<file path="config.mk">
export PLATFORM = sky130hd
export DESIGN_NAME = tenbase_t_control_status
export DESIGN_NICKNAME = d
export VERILOG_FILES = /design/src/rtl/tenbase_t_pkg.sv /design/src/rtl/sync_two_ff.sv /design/src/rtl/edge_latch.sv /design/src/rtl/tenbase_t_control_status.sv
export SDC_FILE = /design/constraint.sdc
export NUM_CORES = 1
export LEC_CHECK = 0
export ABC_AREA = 1
export BUFFER_PORTS_ARGS = -buffer_cell sky130_fd_sc_hd__buf_2
export CORE_ASPECT_RATIO = 1.2
export CORE_UTILIZATION = 50
export CTS_CLUSTER_SIZE = 28
export DETAILED_ROUTE_END_ITERATION = 16
export PLACE_DENSITY = 0.87
export SLEW_MARGIN = 10
export SYNTH_ARGS = -nofsm -noshare
export SYNTH_HDL_FRONTEND = slang
export SYNTH_SLANG_ARGS = --single-unit
</file>
<file path="constraint.sdc">
create_clock -name clk -period 1.5 [get_ports clk]
set_clock_uncertainty 0.05 [all_clocks]
set_input_delay 0.3 -clock clk [delete_from_list [all_inputs] [get_ports clk]]
set_output_delay 0.3 -clock clk [all_outputs]
set_load 0.01 [all_outputs]
</file>
<file path="src/rtl/tenbase_t_pkg.sv">
// Purpose: Shared constants for the 10BASE-T control and status register block.
// Assumes: AXI4-Lite with 32-bit data; the printed offset is a register index.
// Notes:   Byte address of each register is four times its index.
`default_nettype none
package tenbase_t_pkg;
    localparam int          ADDR_W            = 8;
    // Register indices as printed, and indices of the added registers.
    localparam logic [7:0]  IDX_CTRL_STATUS   = 8'h1A;
    localparam logic [7:0]  IDX_IRQ_STATUS    = 8'h20;
    localparam logic [7:0]  IDX_IRQ_MASK      = 8'h21;
    localparam logic [7:0]  IDX_PHY_STATUS    = 8'h10;
    localparam logic [7:0]  IDX_LINK_STATUS   = 8'h22;
    // Field positions of the control and status register, and of the polarity bit in the PHY status copy.
    localparam int          BIT_RSVD_TOP      = 15;
    localparam int          BIT_SQUELCH_LO    = 9;
    localparam int          BIT_LOOP_DIS      = 8;
    localparam int          BIT_LP_TX_DIS     = 7;
    localparam int          BIT_FORCE_LINK    = 6;
    localparam int          BIT_POL_FORCE     = 5;
    localparam int          BIT_POL_STATUS    = 4;
    localparam int          BIT_AUTO_POLARITY_FIX_DISABLE   = 3;
    localparam int          BIT_SIL_UPPER     = 2;
    localparam int          BIT_SQE_DIS       = 1;
    localparam int          BIT_TX_OVERLENGTH_GUARD_DISABLE    = 0;
    localparam int          BIT_PHY_STATUS_SUMMARY_POL    = 12;
    // Writable bits of the control register: 14:5, 3:0.
    localparam logic [15:0] CTRL_WR_MASK      = 16'h7FEF;
    localparam logic [15:0] CTRL_RESET        = 16'h0804;
    // Interrupt status bits.
    localparam int          IRQ_POL_INV       = 0;
    localparam int          IRQ_LINK_CHG      = 1;
    localparam logic [1:0]  IRQ_RESET         = 2'h0;
    // AXI responses.
    localparam logic [1:0]  RESP_OKAY         = 2'h0;
    localparam logic [1:0]  RESP_SLVERR       = 2'h2;

    function automatic logic [7:0] wordIndex(input logic [ADDR_W-1:0] addr);
        return {2'h0, addr[ADDR_W-1:2]};
    endfunction
endpackage
`default_nettype wire

</file>
<file path="src/rtl/sync_two_ff.sv">
// Purpose: Two flip-flop synchroniser for a single level.
// Assumes: Input is asynchronous to clk.
// Notes:   Only the second stage may be read by other logic.
`default_nettype none
module sync_two_ff (
    input  wire logic clk,
    input  wire logic resetn,
    input  wire logic asyncIn,
    output logic      syncOut
);
    logic stage1_reg;

    always_ff @(posedge clk or negedge resetn) begin
        if (!resetn) begin
            stage1_reg <= 1'b0;
            syncOut    <= 1'b0;
        end else begin
            stage1_reg <= asyncIn;
            syncOut    <= stage1_reg;
        end
    end
endmodule
`default_nettype wire

</file>
<file path="src/rtl/edge_latch.sv">
// Purpose: Latch-high flag with a clear input, where a new set wins over the clear.
// Assumes: Inputs are on clk.
// Notes:   Used for the polarity status and the interrupt status bits.
`default_nettype none
module edge_latch (
    input  wire logic clk,
    input  wire logic resetn,
    input  wire logic setIn,
    input  wire logic clearIn,
    output logic      flag
);
    always_ff @(posedge clk or negedge resetn) begin
        if (!resetn) begin
            flag <= 1'b0;
        end else if (setIn) begin
            flag <= 1'b1;
        end else if (clearIn) begin
            flag <= 1'b0;
        end
    end
endmodule
`default_nettype wire

</file>
<file path="src/rtl/tenbase_t_control_status.sv">
// Purpose: 10BASE-T control and status register with AXI4-Lite access.
// Assumes: Line status inputs arrive from pins or other clocks and are synchronised.
// Notes:   Outputs are registered; jabber disable is ignored at 100 Mb.
// Function
// [RL1] Top bit ignores writes, reads zero.
// [RL2] Squelch field bits 11:9 resets to 100.
// [RL3] Bit 8 disables the basic loopback bit.
// [RL4] Bit 7 or force input stops pulses.
// [RL5] Bit 6 or force input forces link.
// [RL6] Bit 5 forces inverted receive polarity.
// [RL7] Polarity latch mirrored; either read clears.
// [RL8] Bit 3 disables automatic polarity correction.
// [RL9] Bit 2 resets one, selects silence threshold.
// [RL10] Bit 1 disables heartbeat in half-duplex 10Mb.
// [RL11] Heartbeat off at 100Mb or full duplex.
// [RL12] Bit 0 disables jabber in 10BASE-T.
// [RL13] Reset loads defaults; reserved bits written zero.
`default_nettype none
module tenbase_t_control_status (
    input  wire logic        clk,
    input  wire logic        resetn,
    input  wire logic [7:0]  s_axi_awaddr,
    input  wire logic        s_axi_awvalid,
    output logic             s_axi_awready,
    input  wire logic [31:0] s_axi_wdata,
    input  wire logic [3:0]  s_axi_wstrb,
    input  wire logic        s_axi_wvalid,
    output logic             s_axi_wready,
    output logic [1:0]       s_axi_bresp,
    output logic             s_axi_bvalid,
    input  wire logic        s_axi_bready,
    input  wire logic [7:0]  s_axi_araddr,
    input  wire logic        s_axi_arvalid,
    output logic             s_axi_arready,
    output logic [31:0]      s_axi_rdata,
    output logic [1:0]       s_axi_rresp,
    output logic             s_axi_rvalid,
    input  wire logic        s_axi_rready,
    input  wire logic        basicModeLoopback,
    input  wire logic        externalTenMbLinkForce,
    input  wire logic        polarityInvertedDetect,
    input  wire logic        rawLinkGood,
    input  wire logic        speed100,
    input  wire logic        fullDuplex,
    input  wire logic        signalDetectBit10,
    output logic             tenMbLoopEnable,
    output logic             normalLinkPulseTxEnable,
    output logic             linkGood,
    output logic             invertedPolarityForce,
    output logic             autoPolarityFixEnable,
    output logic [2:0]       squelchLevel,
    output logic [1:0]       silenceThresholdSel,
    output logic             sqeTestEnable,
    output logic             txOverlengthGuardEnable,
    output logic             irq
);
    logic [15:0] ctrl_reg;
    logic [1:0]  irqMask_reg;
    logic [1:0]  irqStatus;
    logic        polStatus;
    logic        forceSync;
    logic        polSync;
    logic        linkSync;
    logic        speedSync;
    logic        duplexSync;
    logic        linkPrev_reg;
    logic        awHeld_reg;
    logic        wHeld_reg;
    logic [7:0]  awAddr_reg;
    logic [31:0] wData_reg;
    logic [3:0]  wStrb_reg;
    logic        doWrite;
    logic        doRead;
    logic        polReadClear;
    logic [7:0]  wIdx;
    logic [7:0]  rIdx;
    logic [15:0] ctrlView;
    logic        linkNow;

    sync_two_ff syncForce (.clk(clk), .resetn(resetn), .asyncIn(externalTenMbLinkForce),
                           .syncOut(forceSync));
    sync_two_ff syncPol   (.clk(clk), .resetn(resetn), .asyncIn(polarityInvertedDetect),
                           .syncOut(polSync));
    sync_two_ff syncLink  (.clk(clk), .resetn(resetn), .asyncIn(rawLinkGood),
                           .syncOut(linkSync));
    sync_two_ff syncSpeed (.clk(clk), .resetn(resetn), .asyncIn(speed100),
                           .syncOut(speedSync));
    sync_two_ff syncDup   (.clk(clk), .resetn(resetn), .asyncIn(fullDuplex),
                           .syncOut(duplexSync));

    // Write channel: address and data may arrive in either order.
    assign doWrite = awHeld_reg && wHeld_reg && !s_axi_bvalid;
    assign wIdx    = tenbase_t_pkg::wordIndex(awAddr_reg);
    assign doRead  = s_axi_arvalid && s_axi_arready;
    assign rIdx    = tenbase_t_pkg::wordIndex(s_axi_araddr);

    always_ff @(posedge clk or negedge resetn) begin
        if (!resetn) begin
            awHeld_reg    <= 1'b0;
            wHeld_reg     <= 1'b0;
            s_axi_awready <= 1'b0;
            s_axi_wready  <= 1'b0;
            awAddr_reg    <= 8'h00;
            wData_reg     <= 32'h00000000;
            wStrb_reg     <= 4'h0;
        end else begin
            s_axi_awready <= !awHeld_reg && !s_axi_awready && s_axi_awvalid;
            s_axi_wready  <= !wHeld_reg && !s_axi_wready && s_axi_wvalid;
            if (s_axi_awvalid && s_axi_awready) begin
                awHeld_reg <= 1'b1;
                awAddr_reg <= s_axi_awaddr;
            end else if (doWrite) begin
                awHeld_reg <= 1'b0;
            end
            if (s_axi_wvalid && s_axi_wready) begin
                wHeld_reg <= 1'b1;
                wData_reg <= s_axi_wdata;
                wStrb_reg <= s_axi_wstrb;
            end else if (doWrite) begin
                wHeld_reg <= 1'b0;
            end
        end
    end

    always_ff @(posedge clk or negedge resetn) begin
        if (!resetn) begin
            s_axi_bvalid <= 1'b0;
            s_axi_bresp  <= tenbase_t_pkg::RESP_OKAY;
        end else if (doWrite) begin
            s_axi_bvalid <= 1'b1;
            s_axi_bresp  <= (wIdx == tenbase_t_pkg::IDX_CTRL_STATUS ||
                             wIdx == tenbase_t_pkg::IDX_IRQ_STATUS ||
                             wIdx == tenbase_t_pkg::IDX_IRQ_MASK) ?
                            tenbase_t_pkg::RESP_OKAY : tenbase_t_pkg::RESP_SLVERR;
        end else if (s_axi_bready) begin
            s_axi_bvalid <= 1'b0;
        end
    end

    // Control register; reserved bits 14:12 stay writable and software keeps them zero.
    always_ff @(posedge clk or negedge resetn) begin
        if (!resetn) begin
            ctrl_reg <= tenbase_t_pkg::CTRL_RESET; // [RL2] [RL9] [RL13]
        end else if (doWrite && wIdx == tenbase_t_pkg::IDX_CTRL_STATUS) begin
            if (wStrb_reg[0]) begin
                ctrl_reg[7:0] <= wData_reg[7:0] & tenbase_t_pkg::CTRL_WR_MASK[7:0];
            end
            if (wStrb_reg[1]) begin
                ctrl_reg[15:8] <= wData_reg[15:8] & tenbase_t_pkg::CTRL_WR_MASK[15:8]; // [RL1]
            end
        end
    end

    always_ff @(posedge clk or negedge resetn) begin
        if (!resetn) begin
            irqMask_reg <= tenbase_t_pkg::IRQ_RESET;
        end else if (doWrite && wIdx == tenbase_t_pkg::IDX_IRQ_MASK && wStrb_reg[0]) begin
            irqMask_reg <= wData_reg[1:0];
        end
    end

    // A read of this register or of the PHY status copy clears the shared latch.
    assign polReadClear = doRead && (rIdx == tenbase_t_pkg::IDX_CTRL_STATUS ||
                                     rIdx == tenbase_t_pkg::IDX_PHY_STATUS);

    edge_latch polLatch (.clk(clk), .resetn(resetn), .setIn(polSync),
                         .clearIn(polReadClear), .flag(polStatus)); // [RL7]

    always_ff @(posedge clk or negedge resetn) begin
        if (!resetn) begin
            linkPrev_reg <= 1'b0;
        end else begin
            linkPrev_reg <= linkNow;
        end
    end

    genvar g;
    for (g = 0; g < 2; g++) begin : irqBits
        logic evt;
        assign evt = (g == tenbase_t_pkg::IRQ_POL_INV) ? (polSync && !polStatus)
                                                       : (linkNow != linkPrev_reg);
        edge_latch irqLatch (.clk(clk), .resetn(resetn), .setIn(evt),
                             .clearIn(doWrite && wIdx == tenbase_t_pkg::IDX_IRQ_STATUS &&
                                      wStrb_reg[0] && wData_reg[g]),
                             .flag(irqStatus[g]));
    end

    always_comb begin
        ctrlView = ctrl_reg;
        ctrlView[tenbase_t_pkg::BIT_RSVD_TOP]   = 1'b0; // [RL1]
        ctrlView[tenbase_t_pkg::BIT_POL_STATUS] = polStatus; // [RL7]
    end

    // Read channel: one read at a time, answered one cycle after the address is taken.
    always_ff @(posedge clk or negedge resetn) begin
        if (!resetn) begin
            s_axi_arready <= 1'b0;
            s_axi_rvalid  <= 1'b0;
            s_axi_rdata   <= 32'h00000000;
            s_axi_rresp   <= tenbase_t_pkg::RESP_OKAY;
        end else begin
            s_axi_arready <= s_axi_arvalid && !s_axi_arready && !s_axi_rvalid;
            if (doRead) begin
                s_axi_rvalid <= 1'b1;
                s_axi_rresp  <= tenbase_t_pkg::RESP_OKAY;
                case (rIdx)
                    tenbase_t_pkg::IDX_CTRL_STATUS: s_axi_rdata <= {16'h0000, ctrlView};
                    tenbase_t_pkg::IDX_PHY_STATUS:
                        s_axi_rdata <= {19'h00000, polStatus, 12'h000}; // [RL7]
                    tenbase_t_pkg::IDX_IRQ_STATUS:  s_axi_rdata <= {30'h00000000, irqStatus};
                    tenbase_t_pkg::IDX_IRQ_MASK:    s_axi_rdata <= {30'h00000000, irqMask_reg};
                    tenbase_t_pkg::IDX_LINK_STATUS: s_axi_rdata <= {31'h00000000, linkNow};
                    default: begin
                        s_axi_rdata <= 32'h00000000;
                        s_axi_rresp <= tenbase_t_pkg::RESP_SLVERR;
                    end
                endcase
            end else if (s_axi_rready) begin
                s_axi_rvalid <= 1'b0;
            end
        end
    end

    assign linkNow = linkSync || ctrl_reg[tenbase_t_pkg::BIT_FORCE_LINK] || forceSync; // [RL5]

    // Controls are registered so that every output comes from a flip-flop.
    always_ff @(posedge clk or negedge resetn) begin
        if (!resetn) begin
            tenMbLoopEnable         <= 1'b0;
            normalLinkPulseTxEnable <= 1'b0;
            linkGood                <= 1'b0;
            invertedPolarityForce   <= 1'b0;
            autoPolarityFixEnable   <= 1'b0;
            squelchLevel            <= 3'h0;
            silenceThresholdSel     <= 2'h0;
            sqeTestEnable           <= 1'b0;
            txOverlengthGuardEnable <= 1'b0;
            irq                     <= 1'b0;
        end else begin
            tenMbLoopEnable <= basicModeLoopback &&
                               !(ctrl_reg[tenbase_t_pkg::BIT_LOOP_DIS]); // [RL3]
            normalLinkPulseTxEnable <= !(ctrl_reg[tenbase_t_pkg::BIT_LP_TX_DIS] ||
                                         forceSync); // [RL4]
            linkGood              <= linkNow; // [RL5]
            invertedPolarityForce <= ctrl_reg[tenbase_t_pkg::BIT_POL_FORCE]; // [RL6]
            autoPolarityFixEnable <= !ctrl_reg[tenbase_t_pkg::BIT_AUTO_POLARITY_FIX_DISABLE]; // [RL8]
            squelchLevel <= ctrl_reg[tenbase_t_pkg::BIT_SQUELCH_LO +: 3]; // [RL2]
            silenceThresholdSel <= {ctrl_reg[tenbase_t_pkg::BIT_SIL_UPPER],
                                    signalDetectBit10}; // [RL9]
            sqeTestEnable <= !ctrl_reg[tenbase_t_pkg::BIT_SQE_DIS] // [RL10]
                             && !speedSync && !duplexSync; // [RL11]
            txOverlengthGuardEnable <= speedSync ||
                                       !ctrl_reg[tenbase_t_pkg::BIT_TX_OVERLENGTH_GUARD_DISABLE]; // [RL12]
            irq <= |(irqStatus & irqMask_reg);
        end
    end
endmodule
`default_nettype wire

</file>
==> flow_summary.toml <==
[run_status]
status = "completed"

[floorplan]
initial_utilization = 0.516
die-area_mm2 = 0.00737
die_width_um = 78.5
placementRows = 33
io_pins = 120
die_h_um = 93.8
coreArea_mm2 = 0.00681

[critical_path]
cp.arrival_ns = 1.53
critPathMaxStageDelay_ns = 0.39
r2r_end = "irqBits[0].irqLatch.flag"
crit_chain = "or2_1, nor3_1, nand3_1, nand2_1, nand2_1"
crit_slowest_cell = "dfrtp_1"
crit_buf_inv = 0
endpoint_kind = "flip-flop"
critPathRequiredTime_ns = 1.69
worstRegToRegCells = 5
critical-path-top-delay-family = "simple AND/OR/NAND/NOR gates"
critPathKind = "flip-flop to flip-flop"
cp-start-kind = "flip-flop"
worstPathMaxFanout = 3
cp_common_cell = "nand2_1"
r2r_slack_ns = 0.16
reg2reg_from = "awAddr_reg[4]"

[cells_and_area]
seq_area_mm2 = 0.00220
largest_reg_flops = 15
final_layout_size_suffix_gt1_frac = 0.329
nNetsFinal = 490
fin_util = 0.625
fin_area_mm2 = 0.00426
multiInputGateArea_mm2 = 0.00108
n_fill_cell = 551
num_antenna_cells = 0
syn2layout_area_growth_pct = 21.2

[drt]
antenna_left = 0
avgViaCountPerCell = 4.76
detail_route.wl_per_cell_um = 12.3
first_pass_iters = 5
routed_wl_um = 6360
drc = 0
drt_iter0_drc = 137
dr_total_vias = 2457

[power_and_ir_drop]
power_density_mw_per_mm2 = 1410
leakagePower_nw = 2.20
vdd_drop_max_v = 0.000910

[grt]
track_usage = 0.195
grt_pass1_wl_um = 10900
antenna_found_initial = 0
grt_pass1_vias = 2400
overflow = 0
grt_max_degree = 38

[synthesis]
netlist_area_mm2 = 0.00351
ys_seq_area_frac = 0.628
synthTopCellsByCount = "dfrtp_1 (86), nand2_1 (71), inv_1 (28)"
syn_avg_cell_area_um2 = 10.7
synthCells = 328
synth_top_cell_area_share = 0.613
synthFlopType = "dfrtp_1"
ys_top_cells_by_area = "dfrtp_1 (61%), nand2_1 (7.6%), mux2_2 (4.8%)"
yosysMostFrequentCell = "dfrtp_1"
synth_edf_count = 0
synth_seq_cells = 88
synth_cell_types = 31
yosysWarnings = 0
yosysTopAreaCell = "dfrtp_1"
synthArstFlopShare = 1.00

[sta]
fin_crit_sh = 0.891
drv_slew = 0
fin_hold_ws_ns = 0.0868
fmax_mhz = 748
rsz0062_at_grt = "false"
finalSetupViolCount = 0
fin_ws_ns = 0.163
hold_viol_final = 0
finalSetupTns_ns = 0
final.min_clock_period_ns = 1.34

[clocking]
cts_tree = "done"
clk_pin_slew_worst_paths_ns = 0.08
ctsHoldBuffers = 7
htreeDepth = 3
cts-root-buf = "clkbuf_8"
cts_sinks = 88
cts_made_buffers = 9
cts_setup_buffers = 0
clockBufferDepth = 2
cts_resized = 0
clock_latency_ns = 0.35

[place]
placedInstanceArea_mm2 = 0.00399
portBuffers = 76
gp_congestion = 0.816
pre_cts_slack_ns = 0.126
dp_hpwl_um = 4690

[hold_path]
hp-class = "input port to flip-flop"
min_from = "s_axi_bready"
min_path_cells = 2
min_to = "s_axi_bvalid"

[flow_run]
max_cap_violations = 0
[how the worst max path moves through the flow]
stage / slack (ns) / depth (start not counted) / start / endpoint
3_5_place_dp: 0.13 / 7 / s_axi_araddr[2] / polLatch.flag
6_report: 0.16 / 5 / awAddr_reg[4] / irqBits[0].irqLatch.flag
4_1_cts: 0.15 / 8 / awAddr_reg[2] / ctrl_reg[9]
3_3_place_gp: 0.17 / 7 / s_axi_araddr[2] / polLatch.flag
5_1_grt: 0.06 / 8 / awAddr_reg[2] / ctrl_reg[14]
2_1_floorplan: 0.25 / 5 / s_axi_bvalid / ctrl_reg[7]
[cell type report]
class                           instances  share of cell area
Clock inverter                          7              0.0168
Sequential cell                        88               0.518
Tap cell                               87              0.0256
Multi-Input combinational cell        203               0.253
Clock buffer                            9              0.0291
Inverter                               30              0.0265
Timing Repair Buffer                   92               0.131
[metrics by stage]
stage,cells,power (W)
2_1_floorplan,346,0.00402
3_3_place_gp,493,0.00436
3_5_place_dp,493,0.00445
4_1_cts,516,0.00605
5_1_grt,516,0.00634
6_report,516,0.00598
[cells by family (layout without fill, tap and decap cells)]
family,Yosys count,in the layout,share of synthesized area
and+or+nand+nor,129,129,0.165
DFF,88,88,0.628
buffers and inverters,55,138,0.0848
AOI/OAI and AO/OA,39,39,0.0713
muxes,15,15,0.0481
other,1,19,0.00107
xor gates and xnor gates,1,1,0.00249
[layout by cell type (no fill, tap or decap), types with 2 or more instances in the layout]
cell type,n
dfrtp_1,86
clkinv_2,2
nor3_1,3
nand3_1,19
buf_2,75
o31ai_2,4
o21ai_2,3
buf_12,3
clkinvlp_4,3
nor2_2,3
a21oi_1,8
conb_1,19
inv_1,28
o31ai_1,2
dlygate4sd3_1,7
dfstp_2,2
clkbuf_8,9
buf_4,7
nand2_2,8
mux2_2,15
o21ai_0,18
nor2_1,20
nand2_1,71
[per-layer routing]
metal  up-vias  part of all wire  track usage
met2        77              0.51        0.329
met5         -                 0            0
met1      1164              0.42        0.236
li1       1204                 -            -
met3        12             0.049       0.0388
met4         0             0.022        0.102
[power by group]
group          switching [W]  leakage, nW  internal [W]
Sequential          0.000318         1.10       0.00291
Clock               0.000810       0.0916      0.000768
Combinational       0.000647         1.01      0.000536
Total                0.00177         2.20       0.00421
(Power assumes the default switching activity.)
